**src/hw/mir_pkg.sv**
```systemverilog
// package for the mode control and first-level interrupt registers
// assumes one 8-bit register port from the host serial front end
package mir_pkg;

  localparam int unsigned ADDR_W = 8;
  localparam int unsigned DATA_W = 8;

  // register offsets
  localparam logic [7:0] ADDR_DEV_CFG = 8'h05;
  localparam logic [7:0] ADDR_MODE_CTRL = 8'h06;
  localparam logic [7:0] ADDR_INT_SUMMARY = 8'h07;
  localparam logic [7:0] ADDR_BUS_FAIL_SRC = 8'h08;
  localparam logic [7:0] ADDR_WAKE_TEMP_SRC = 8'h09;
  localparam logic [7:0] ADDR_SUPPLY_SRC = 8'h0a;

  // reset values
  localparam logic [7:0] RST_DEV_CFG = 8'h6d;
  localparam logic [7:0] RST_MODE_CTRL = 8'h00;
  localparam logic [7:0] RST_ZERO = 8'h00;

  // field positions
  localparam int unsigned CFG_SLEW_BIT = 0;
  localparam int unsigned MODE_REQ_LSB = 0;
  localparam int unsigned MODE_STATE_LSB = 4;
  localparam int unsigned SUM_BUS_FAIL_BIT = 0;
  localparam int unsigned SUM_WAKE_TEMP_BIT = 1;
  localparam int unsigned SUM_SUPPLY_BIT = 2;

  // source register widths and their bit positions
  localparam int unsigned BUS_FAIL_W = 8;
  localparam int unsigned WAKE_TEMP_W = 4;
  localparam int unsigned SUPPLY_W = 8;
  localparam int unsigned WT_REMOTE_WAKE = 0;
  localparam int unsigned WT_LOCAL_WAKE = 1;
  localparam int unsigned WT_TEMP_WARN = 2;
  localparam int unsigned WT_TEMP_RECOVER = 3;

  // mode request and state encodings
  typedef enum logic [1:0] {
    MIR_MODE_STANDBY = 2'h0,
    MIR_MODE_NORMAL = 2'h1,
    MIR_MODE_RX_ONLY = 2'h2,
    MIR_MODE_SLEEP = 2'h3
  } mir_mode_t;

  typedef struct packed {
    logic wr;
    logic rd;
    logic [ADDR_W-1:0] addr;
    logic [DATA_W-1:0] wdata;
  } mir_req_t;

  typedef struct packed {
    logic bus_dominant_clamp;
    logic txd_rxd_short;
    logic rxd_recessive_clamp;
    logic txd_dominant_clamp;
    logic canl_short_vcc;
    logic canl_short_gnd;
    logic canh_short_gnd;
    logic canh_short_vcc;
  } mir_bus_evt_t;

  typedef struct packed {
    logic temp_recovered;
    logic temp_warning;
    logic local_wake;
    logic remote_wake;
  } mir_wake_evt_t;

endpackage

```
**src/hw/mir_regs.sv**
```systemverilog
// mode control, bus configuration and first-level interrupt registers
// assumes the serial front end presents one-cycle read/write strobes on core_clk,
// and that detector events arrive as one-cycle pulses on core_clk
`timescale 1ns/1ps

module mir_regs #(
  parameter int unsigned SUPPLY_FLAGS = mir_pkg::SUPPLY_W
) (
  // clock, reset, enable
  input wire logic core_clk,
  input wire logic arst_n,
  input wire logic clk_en,
  // register port
  input mir_pkg::mir_req_t reg_req,
  output logic [mir_pkg::DATA_W-1:0] reg_rdata_q,
  output logic reg_rvalid_q,
  // fault and wake detectors
  input mir_pkg::mir_bus_evt_t bus_evt,
  input mir_pkg::mir_wake_evt_t wake_evt,
  input wire logic [SUPPLY_FLAGS-1:0] supply_evt,
  // transceiver and supply control
  output mir_pkg::mir_mode_t mode_req_q,
  output mir_pkg::mir_mode_t dev_state_q,
  output logic slew_high_q,
  output logic [mir_pkg::DATA_W-1:0] dev_cfg_q,
  // interrupt pin
  output logic interrupt_out_n
);

  // width of the request and state fields
  localparam int unsigned MODE_W = $bits(mir_pkg::mir_mode_t);

  // reset release through two flops; only the second flop is used downstream
  logic rst_meta_q;
  logic rst_n_q;
  logic rst_meta_d;
  logic rst_n_d;

  always_comb begin
    rst_meta_d = 1'b1;
    rst_n_d = rst_meta_q;
  end

  always_ff @(posedge core_clk or negedge arst_n) begin
    if (!arst_n) begin
      rst_meta_q <= 1'b0;
      rst_n_q <= 1'b0;
    end else begin
      rst_meta_q <= rst_meta_d;
      rst_n_q <= rst_n_d;
    end
  end

  // decode
  logic wr_cfg;
  logic wr_mode;
  logic wr_bus_src;
  logic wr_wake_src;
  logic wr_supply_src;

  always_comb begin
    wr_cfg = reg_req.wr && (reg_req.addr == mir_pkg::ADDR_DEV_CFG);
    wr_mode = reg_req.wr && (reg_req.addr == mir_pkg::ADDR_MODE_CTRL);
    wr_bus_src = reg_req.wr && (reg_req.addr == mir_pkg::ADDR_BUS_FAIL_SRC);
    wr_wake_src = reg_req.wr && (reg_req.addr == mir_pkg::ADDR_WAKE_TEMP_SRC);
    wr_supply_src = reg_req.wr && (reg_req.addr == mir_pkg::ADDR_SUPPLY_SRC);
  end

  // configuration and mode request
  logic [mir_pkg::DATA_W-1:0] dev_cfg_d;
  mir_pkg::mir_mode_t mode_req_d;
  logic slew_high_d;

  always_comb begin
    dev_cfg_d = dev_cfg_q;
    mode_req_d = mode_req_q;
    if (wr_cfg) begin
      dev_cfg_d = reg_req.wdata;
    end
    if (wr_mode) begin
      // only the request field is writable; state and reserved bits ignored
      mode_req_d = mir_pkg::mir_mode_t'(reg_req.wdata[mir_pkg::MODE_REQ_LSB +: MODE_W]);
    end
    slew_high_d = dev_cfg_d[mir_pkg::CFG_SLEW_BIT];
  end

  always_ff @(posedge core_clk or negedge rst_n_q) begin
    if (!rst_n_q) begin
      dev_cfg_q <= mir_pkg::RST_DEV_CFG;
      mode_req_q <= mir_pkg::MIR_MODE_STANDBY;
      slew_high_q <= mir_pkg::RST_DEV_CFG[mir_pkg::CFG_SLEW_BIT];
    end else if (clk_en) begin
      dev_cfg_q <= dev_cfg_d;
      mode_req_q <= mode_req_d;
      slew_high_q <= slew_high_d;
    end
  end

  // present device state
  // sleep removes the host's supply, so the readback keeps the last awake state
  mir_pkg::mir_mode_t dev_state_d;
  logic wake_seen;

  // either wake source ends sleep; temperature events do not
  always_comb begin
    wake_seen = wake_evt.local_wake || wake_evt.remote_wake;
  end

  always_comb begin
    dev_state_d = dev_state_q;
    case (mode_req_q)
      mir_pkg::MIR_MODE_STANDBY: begin
        dev_state_d = mir_pkg::MIR_MODE_STANDBY;
      end
      mir_pkg::MIR_MODE_NORMAL: begin
        dev_state_d = mir_pkg::MIR_MODE_NORMAL;
      end
      mir_pkg::MIR_MODE_RX_ONLY: begin
        dev_state_d = mir_pkg::MIR_MODE_RX_ONLY;
      end
      mir_pkg::MIR_MODE_SLEEP: begin
        dev_state_d = dev_state_q;
      end
      default: begin
        dev_state_d = mir_pkg::MIR_MODE_STANDBY;
      end
    endcase
    // a wake event brings the device back to standby
    if (mode_req_q == mir_pkg::MIR_MODE_SLEEP && wake_seen) begin
      dev_state_d = mir_pkg::MIR_MODE_STANDBY;
    end
  end

  always_ff @(posedge core_clk or negedge rst_n_q) begin
    if (!rst_n_q) begin
      dev_state_q <= mir_pkg::MIR_MODE_STANDBY;
    end else if (clk_en) begin
      dev_state_q <= dev_state_d;
    end
  end

  // sticky source flags, cleared by writing one
  logic [mir_pkg::BUS_FAIL_W-1:0] bus_src_q;
  logic [mir_pkg::WAKE_TEMP_W-1:0] wake_src_q;
  logic [SUPPLY_FLAGS-1:0] supply_src_q;
  logic [mir_pkg::BUS_FAIL_W-1:0] bus_clr;
  logic [mir_pkg::WAKE_TEMP_W-1:0] wake_clr;
  logic [SUPPLY_FLAGS-1:0] supply_clr;

  always_comb begin
    bus_clr = wr_bus_src ? reg_req.wdata : '0;
    wake_clr = wr_wake_src ? reg_req.wdata[mir_pkg::WAKE_TEMP_W-1:0] : '0;
    supply_clr = wr_supply_src ? reg_req.wdata[SUPPLY_FLAGS-1:0] : '0;
  end

  // struct order matches bit 7 down to bit 0
  mir_flag_bank #(
    .WIDTH(mir_pkg::BUS_FAIL_W)
  ) u_bus_src (
    .clk(core_clk),
    .rst_n(rst_n_q),
    .clk_en(clk_en),
    .set_i(bus_evt),
    .clr_i(bus_clr),
    .flags_q(bus_src_q)
  );

  mir_flag_bank #(
    .WIDTH(mir_pkg::WAKE_TEMP_W)
  ) u_wake_src (
    .clk(core_clk),
    .rst_n(rst_n_q),
    .clk_en(clk_en),
    .set_i(wake_evt),
    .clr_i(wake_clr),
    .flags_q(wake_src_q)
  );

  mir_flag_bank #(
    .WIDTH(SUPPLY_FLAGS)
  ) u_supply_src (
    .clk(core_clk),
    .rst_n(rst_n_q),
    .clk_en(clk_en),
    .set_i(supply_evt),
    .clr_i(supply_clr),
    .flags_q(supply_src_q)
  );

  // summary and interrupt pin
  logic [mir_pkg::DATA_W-1:0] summary;

  always_comb begin
    summary = mir_pkg::RST_ZERO;
    summary[mir_pkg::SUM_BUS_FAIL_BIT] = |bus_src_q;
    summary[mir_pkg::SUM_WAKE_TEMP_BIT] = |wake_src_q;
    summary[mir_pkg::SUM_SUPPLY_BIT] = |supply_src_q;
  end

  // driven straight from flag flops so the pin follows without a cycle of lag
  assign interrupt_out_n = ~(|summary);

  // readback words; reserved and unused positions read as zero
  logic [mir_pkg::DATA_W-1:0] mode_word;
  logic [mir_pkg::DATA_W-1:0] wake_word;
  logic [mir_pkg::DATA_W-1:0] supply_word;

  always_comb begin
    mode_word = mir_pkg::RST_ZERO;
    mode_word[mir_pkg::MODE_REQ_LSB +: MODE_W] = mode_req_q;
    mode_word[mir_pkg::MODE_STATE_LSB +: MODE_W] = dev_state_q;
    wake_word = mir_pkg::RST_ZERO;
    wake_word[mir_pkg::WAKE_TEMP_W-1:0] = wake_src_q;
    supply_word = mir_pkg::RST_ZERO;
    supply_word[SUPPLY_FLAGS-1:0] = supply_src_q;
  end

  // read path
  logic [mir_pkg::DATA_W-1:0] rdata_mux;
  logic [mir_pkg::DATA_W-1:0] reg_rdata_d;
  logic reg_rvalid_d;

  always_comb begin
    rdata_mux = mir_pkg::RST_ZERO;
    case (reg_req.addr)
      mir_pkg::ADDR_DEV_CFG: begin
        rdata_mux = dev_cfg_q;
      end
      mir_pkg::ADDR_MODE_CTRL: begin
        rdata_mux = mode_word;
      end
      mir_pkg::ADDR_INT_SUMMARY: begin
        rdata_mux = summary;
      end
      mir_pkg::ADDR_BUS_FAIL_SRC: begin
        rdata_mux = bus_src_q;
      end
      mir_pkg::ADDR_WAKE_TEMP_SRC: begin
        rdata_mux = wake_word;
      end
      mir_pkg::ADDR_SUPPLY_SRC: begin
        rdata_mux = supply_word;
      end
      default: begin
        rdata_mux = mir_pkg::RST_ZERO;
      end
    endcase
    reg_rdata_d = reg_req.rd ? rdata_mux : reg_rdata_q;
    reg_rvalid_d = reg_req.rd;
  end

  always_ff @(posedge core_clk or negedge rst_n_q) begin
    if (!rst_n_q) begin
      reg_rdata_q <= mir_pkg::RST_ZERO;
      reg_rvalid_q <= 1'b0;
    end else if (clk_en) begin
      reg_rdata_q <= reg_rdata_d;
      reg_rvalid_q <= reg_rvalid_d;
    end
  end

endmodule

```
**src/hw/mir_flag_bank.sv**
```systemverilog
// bank of sticky event flags, one flop per bit
// assumes set and clear are single-cycle strobes in the core_clk domain
`timescale 1ns/1ps
module mir_flag_bank #(
  parameter int unsigned WIDTH = 8
) (
  // clock and reset
  input wire logic clk,
  input wire logic rst_n,
  input wire logic clk_en,
  // strobes
  input wire logic [WIDTH-1:0] set_i,
  input wire logic [WIDTH-1:0] clr_i,
  // state
  output logic [WIDTH-1:0] flags_q
);

  logic [WIDTH-1:0] flags_d;

  for (genvar i = 0; i < WIDTH; i++) begin : g_bit
    // set beats a clear in the same cycle so no event is lost
    always_comb begin
      flags_d[i] = flags_q[i];
      if (clr_i[i]) begin
        flags_d[i] = 1'b0;
      end
      if (set_i[i]) begin
        flags_d[i] = 1'b1;
      end
    end

    always_ff @(posedge clk or negedge rst_n) begin
      if (!rst_n) begin
        flags_q[i] <= 1'b0;
      end else if (clk_en) begin
        flags_q[i] <= flags_d[i];
      end
    end
  end

endmodule

```
**config.mk**
```make
export PLATFORM = sky130hd
export DESIGN_NAME = mir_regs
export DESIGN_NICKNAME = d
export VERILOG_FILES = /design/src/hw/mir_pkg.sv /design/src/hw/mir_regs.sv /design/src/hw/mir_flag_bank.sv
export SDC_FILE = /design/constraint.sdc
export NUM_CORES = 1
export LEC_CHECK = 0
export BUFFER_PORTS_ARGS = -buffer_cell sky130_fd_sc_hd__buf_2
export CAP_MARGIN = 20
export CORE_MARGIN = 1
export CORE_UTILIZATION = 50
export DETAILED_ROUTE_END_ITERATION = 8
export HOLD_SLACK_MARGIN = 0.1
export PLACE_DENSITY = 0.77
export SYNTH_ARGS = -nofsm -noshare
export SYNTH_HDL_FRONTEND = slang
export SYNTH_HIERARCHICAL = 1
export SYNTH_SLANG_ARGS = --single-unit
```
**constraint.sdc**
```tcl
create_clock -name core_clk -period 1.65 [get_ports core_clk]
set_clock_uncertainty 0.05 [all_clocks]
set_input_delay 0.33 -clock core_clk [delete_from_list [all_inputs] [get_ports core_clk]]
set_output_delay 0.33 -clock core_clk [all_outputs]
set_load 0.005 [all_outputs]
```
==> results.json, run 1 <==
{
  "hold_path.class": "reg -> async",
  "synth-main-ff-cell": "dfrtp_1",
  "synth-seq-area-share_pct": 46.8,
  "die_h_um": 70.0,
  "first_iter_violations": 102,
  "async_reset_ff_share_pct": 100,
  "vdd_ir_drop_max_v": 0.000531,
  "synth_edf_count": 0,
  "grt_pass1_wl_um": 9950,
  "yosysUniqueCellTypes": 42,
  "num-fill-cells": 361,
  "place.gp.congestion": 0.896,
  "synthToLayoutAreaGrowth_pct": 27.6,
  "fin_setup_tns_ns": -0.140,
  "boundaryPins": 64,
  "crit_fanout": 2,
  "final_layout_size_suffix_gt1_share_pct": 46.8,
  "die_w_um": 70.0,
  "yosysWarnings": 6,
  "grt_pass1_vias": 2031,
  "p_total_uw": 1990,
  "power_density_nw_per_um2": 674,
  "io_buffers": 63,
  "synth_seq_cells": 43,
  "grt_max_degree": 28,
  "synth_area_leaders": "dfrtp_1, a22o_1, and2_1, mux2_2, dfstp_2",
  "violations": "setup timing",
  "htreeDepth": 2,
  "slew_violations": 0,
  "p_leak_uw": 0.00141,
  "syn_area_per_cell_um2": 10.7,
  "num_vias": 2039,
  "min_period_ns": 1.79,
  "dieArea_um2": 4900,
  "syn_area_um2": 2310,
  "arrival_ns": 1.41,
  "setup_violations": 1,
  "dp_hpwl_um": 4710,
  "core_um2": 4410,
  "postRouteAntennaNets": 0,
  "tritoncts": "built",
  "yosys.cell_count.top_type": "dfrtp_1",
  "nNetsFinal": 348,
  "path_clk_slew_ns": 0.08,
  "worst_slack_ns": -0.140,
  "track_usage_pct": 26.5,
  "diodes": 0,
  "period_share_pct": 108,
  "yosysTopAreaCell": "dfrtp_1",
  "required_ns": 1.27,
  "fmax_mhz": 559,
  "numCtsBuffers": 5,
  "antenna_found_initial": 0,
  "drv_cap": 0,
  "synth_top_area_share_pct": 41.1,
  "routedWlPerCell_um": 16.9,
  "status": "complete, but fails checks",
  "clockBufferDepth": 2,
  "wirelength_um": 6070,
  "grt_overflow_total": 0,
  "cts-root-buf": "clkbuf_8",
  "cp-end-kind": "primary output",
  "initial_core_util_pct": 52.4,
  "synth_common_cells": "dfrtp_1, nand2_1, and2_1",
  "clock-sinks": 43,
  "clk_latency_ns": 0.30,
  "remaining_drc_errors": 0,
  "synth_fp_nets": 257,
  "routed_via_density": 5.66,
  "syn_inst": 216,
  "fp-row-count": 24,
  "first_pass_iters": 4,
  "hold_viol": 0,
  "critPathLaunchType": "flip-flop",
  "critPathKind": "reg -> out",
  "rsz0062_at_grt": "true"
}
==> layout make-up <==
cell class,instances,area [µm²],share of cell area (%)
clock inverters,2,12.5,0.424
inverters,4,15.0,0.509
well taps,52,65.1,2.21
multi-input cells,155,1120,38.0
flip-flops and latches,43,1080,36.7
repair buffers,98,581,19.7
clock buffers,6,72.6,2.46
==> worst max-delay path: stages (launching register included) <==
cell,delay (ns)
dfrtp_1,0.40
nor4_1,0.26
buf_4,0.18
nand3_2,0.08
nor2_2,0.09
buf_2,0.11
==> repair_timing <==
item                       in CTS  in global routing
resized for setup               2                  4
setup endpoints to repair       1                  4
hold endpoints to repair        2                  0
hold buffers                    1                  0
buffers inserted                2                  0
pin swaps                       2                  2
==> state kept, by name (all words and copies together) (netlist names) <==
register              cells
dev_cfg_q                 7
slew_high_q               1
reg_rvalid_q              1
rst_n_q                   1
mode_req_q                2
dev_state_q               2
rst_meta_q                1
u_bus_src/flags_q         8
u_wake_src/flags_q        4
reg_rdata_q               8
u_supply_src/flags_q      8
==> logic make-up (layout without fill, tap and decap cells) <==
logic type      count (synthesis)  after routing  synth area share, %
buf+inv                        18            110                 5.95
other cells                     1              1                0.162
simple gates                   84             84                 21.3
mux                            13             13                 6.28
compound gates                 57             57                 19.5
flops                          43             43                 46.8
==> power by group <==
part | switching, µW | internal (µW)
logic | 134 | 106
clock network | 368 | 296
registers | 13.1 | 1070
==> stage by stage <==
step	instances	util (%)	hold WS [ns]	setup slack, ns	area [µm²]
2_1_floorplan	216	-	-0.0156	-0.00866	2310
3_3_place_gp	349	63.7	0.0656	-0.188	2810
3_5_place_dp	349	63.7	0.0677	-0.216	2810
4_1_cts	360	66.4	0.182	-0.165	2930
5_1_grt	360	66.8	0.201	-0.221	2950
6_report	360	66.8	0.177	-0.140	2950
==> layout by cell type (no fill, tap or decap), types with 8 or more instances in the layout <==
cell type / synthesis / routed
nand2_1: 25 / 25
buf_2: 3 / 63
dfrtp_1: 38 / 38
mux2_2: 12 / 12
o21ai_0: 11 / 11
a22o_2: 8 / 8
a22o_1: 18 / 18
and2_1: 23 / 23
buf_4: 3 / 34
==> layer usage <==
layer | track usage, % | share of wire [%] | vias to the layer above
met5 | 0 | 0 | -
met4 | 10.4 | 1.8 | 0
met3 | 6.35 | 6.2 | 11
met2 | 40.2 | 45 | 79
met1 | 36.5 | 47 | 971
li1 | - | - | 978
==> path summary, 6_finish.rpt <==
path	cells past startpoint	startpoint	end	slack [ns]
min in group core_clk	2	supply_evt[1]	u_supply_src/flags_q[1]$_DFFE_PN0P_	0.21
setup reg to reg	4	u_supply_src/flags_q[4]$_DFFE_PN0P_	reg_rdata_q[2]$_DFFE_PN0P_	0.20
setup / recovery	5	u_supply_src/flags_q[4]$_DFFE_PN0P_	interrupt_out_n	-0.14
max in group asynchronous	1	rst_n_q$_DFF_PN0_	dev_cfg_q[6]$_DFFE_PN1P_	1.04
hold reg to reg	1	rst_n_q$_DFF_PN0_	u_supply_src/flags_q[0]$_DFFE_PN0P_	0.18
hold / removal	1	rst_n_q$_DFF_PN0_	u_supply_src/flags_q[0]$_DFFE_PN0P_	0.18
Note: power is estimated with default switching activity, not from simulation.
==> inputs of run 2 (changes only) <==
--- a/config.mk
+++ b/config.mk
@@ -12,5 +12,5 @@
 export DETAILED_ROUTE_END_ITERATION = 8
 export HOLD_SLACK_MARGIN = 0.1
-export PLACE_DENSITY = 0.77
+export PLACE_DENSITY = 0.73
 export SYNTH_ARGS = -nofsm -noshare
 export SYNTH_HDL_FRONTEND = slang
==> constraint.sdc (replaced) <==
create_clock -name core_clk -period 1.65 [get_ports core_clk]
set_clock_uncertainty 0.05 [all_clocks]
set_input_delay 0.2475 -clock core_clk [delete_from_list [all_inputs] [get_ports core_clk]]
set_output_delay 0.2475 -clock core_clk [all_outputs]
set_load 0.005 [all_outputs]
==> run 2 against run 1 <==
Against the previous run:
- the flow still finishes with violations (setup timing)
- fmax increased by 2.4%
- cell area is 2.1% lower
- critical path depth unchanged
- highest routed layer unchanged
==> results.json, run 2 (synthesized netlist as in run 1, its figures left out) <==
{
  "status": "complete, but fails checks",
  "violations": "setup timing",
  "grt_max_degree": 34,
  "hold_path.class": "reg -> async",
  "path_clk_slew_ns": 0.08,
  "hold_slack_ns": 0.128,
  "final_layout_size_suffix_gt1_share_pct": 43.7,
  "first_pass_iters": 4,
  "slew_violations": 0,
  "hold_viol": 0,
  "dp_hpwl_um": 4380,
  "r2r_slack_ns": 0.19,
  "dieArea_um2": 4900,
  "initial_core_util_pct": 52.4,
  "vdd_ir_drop_max_v": 0.000596,
  "core_um2": 4410,
  "htreeDepth": 2,
  "netSwitchingPower_uw": 480,
  "min_period_ns": 1.75,
  "power_frac_clock_pct": 37.6,
  "period_share_pct": 106,
  "crit_fanout": 2,
  "critPathLaunchType": "flip-flop",
  "boundaryPins": 64,
  "worst_slack_ns": -0.0985,
  "numCtsBuffers": 5,
  "fin_setup_tns_ns": -0.0985,
  "cpPeakStageDelay_ns": 0.41,
  "routed_via_density": 5.79,
  "wirelength_um": 5840,
  "place.gp.congestion": 0.893,
  "die_w_um": 70.0,
  "power_frac_seq_pct": 51.8,
  "track_usage_pct": 25.1,
  "cts-root-buf": "clkbuf_8",
  "power_density_nw_per_um2": 729,
  "num_vias": 1998,
  "first_iter_violations": 184,
  "num-fill-cells": 365,
  "grt_pass1_wl_um": 9500,
  "arrival_ns": 1.45,
  "die_h_um": 70.0,
  "tritoncts": "built",
  "dp.cells": 334,
  "setup_violations": 1,
  "p_leak_uw": 0.00136,
  "p_int_uw": 1620,
  "nNetsFinal": 333,
  "antenna_found_initial": 0,
  "crit_slowest_cell": "dfrtp_1",
  "drv_cap": 0,
  "pwr-share-comb_pct": 10.7,
  "required_ns": 1.35,
  "mostFrequentLayoutCells": "buf_2, dfrtp_1, nand2_1",
  "largest_registers": "reg_rdata_q: 8 flops, u_bus_src/flags_q: 8 flops, u_supply_src/flags_q: 8 flops",
  "clk_latency_ns": 0.29,
  "instances_no_fill": 345,
  "fp-row-count": 24,
  "grt_pass1_vias": 1962,
  "critPathKind": "reg -> out",
  "grt_overflow_total": 0,
  "swShare_pct": 22.8,
  "routedWlPerCell_um": 16.9,
  "clockBufferDepth": 2,
  "remaining_drc_errors": 0,
  "path_cells": "nor4_2 -> buf_4 -> nand3_2 -> nor2_2 -> buf_2",
  "layout_commonest_cell": "buf_2",
  "postRouteAntennaNets": 0,
  "critPathTopFamily": "simple AND/OR/NAND/NOR gates",
  "critical_path_buf_inv_count": 2,
  "cp-end-kind": "primary output",
  "diodes": 0,
  "fmax_mhz": 572,
  "rsz0062_at_grt": "true",
  "io_buffers": 63,
  "synthToLayoutAreaGrowth_pct": 24.9,
  "clock-sinks": 43
}
[run 2: cell count changes in the layout (fill, tap and decap cells not counted)]
| cell | previous run | this run |
|---|---|---|
| clkinvlp_4 | 1 | 0 |
| and4_2 | 1 | 0 |
| nor4_2 | 1 | 2 |
| and4_1 | 1 | 2 |
| buf_4 | 34 | 17 |
| nor4_1 | 3 | 2 |
| buf_12 | 0 | 2 |
| bufinv_16 | 0 | 1 |
| clkinv_2 | 1 | 0 |
| clkbuf_1 | 1 | 2 |
[run 2: what timing repair did]
item                                   CTS  global route
setup buffers                            2             0
setup endpoints to repair                1             1
pin swaps                                1             0
resized for setup                        3             3
endpoints found under the hold margin    2             0
hold buffers                             1             0
gates cloned                             0             0
[run 2: worst paths after layout]
kind / start / end / cells after the start
worst max-delay path: u_supply_src/flags_q[2]$_DFFE_PN0P_ / interrupt_out_n / 5
worst min-delay path: rst_n_q$_DFF_PN0_ / u_supply_src/flags_q[0]$_DFFE_PN0P_ / 0
worst max register to register: u_supply_src/flags_q[2]$_DFFE_PN0P_ / reg_rdata_q[2]$_DFFE_PN0P_ / 4
worst min register to register: rst_n_q$_DFF_PN0_ / u_supply_src/flags_q[0]$_DFFE_PN0P_ / 0
max in group asynchronous: rst_n_q$_DFF_PN0_ / dev_cfg_q[6]$_DFFE_PN1P_ / 1
min in group core_clk: supply_evt[6] / u_supply_src/flags_q[6]$_DFFE_PN0P_ / 2
[run 2: worst register-to-register path, stage by stage (launching register included)]
cell and delay [ns]:
dfrtp_1 0.41, nor4_2 0.29, buf_4 0.17, a31oi_1 0.10, a221o_1 0.33
[run 2: final cells by class]
cell class / instances / area, µm² / area share (%)
multi-input cells: 155 / 1130 / 39.0
flip-flops and latches: 43 / 1080 / 37.5
inverters: 4 / 15.0 / 0.520
well taps: 52 / 65.1 / 2.25
repair buffers: 83 / 493 / 17.1
clock buffers: 7 / 76.3 / 2.64
clock inverters: 1 / 30.0 / 1.04
[run 2: power by group through the flow]
stage | clock (µW) | combinational, µW | sequential (µW)
finish | 791 | 225 | 1090
global route | 851 | 249 | 1090
CTS | 810 | 224 | 1090
detailed placement | 0 | 222 | 1110
global placement | 0 | 219 | 1110
floorplan | 0 | 106 | 1120
[run 2: layer usage]
layer,track usage (%),vias up,share of wire [%]
met5,0,-,0
li1,-,949,-
met1,34.3,968,46
met4,9.11,0,2.1
met3,5.34,11,5.4
met2,39.3,70,46
[run 2: stage by stage]
stage	util, %	total power, µW	worst slack [ns]	cell area (µm²)
6_report	65.4	2100	-0.0985	2890
5_1_grt	65.4	2190	-0.170	2890
4_1_cts	65.1	2120	-0.0929	2870
3_5_place_dp	61.7	1330	-0.123	2720
3_3_place_gp	61.7	1330	-0.0882	2720
2_1_floorplan	-	1220	0.0738	2310
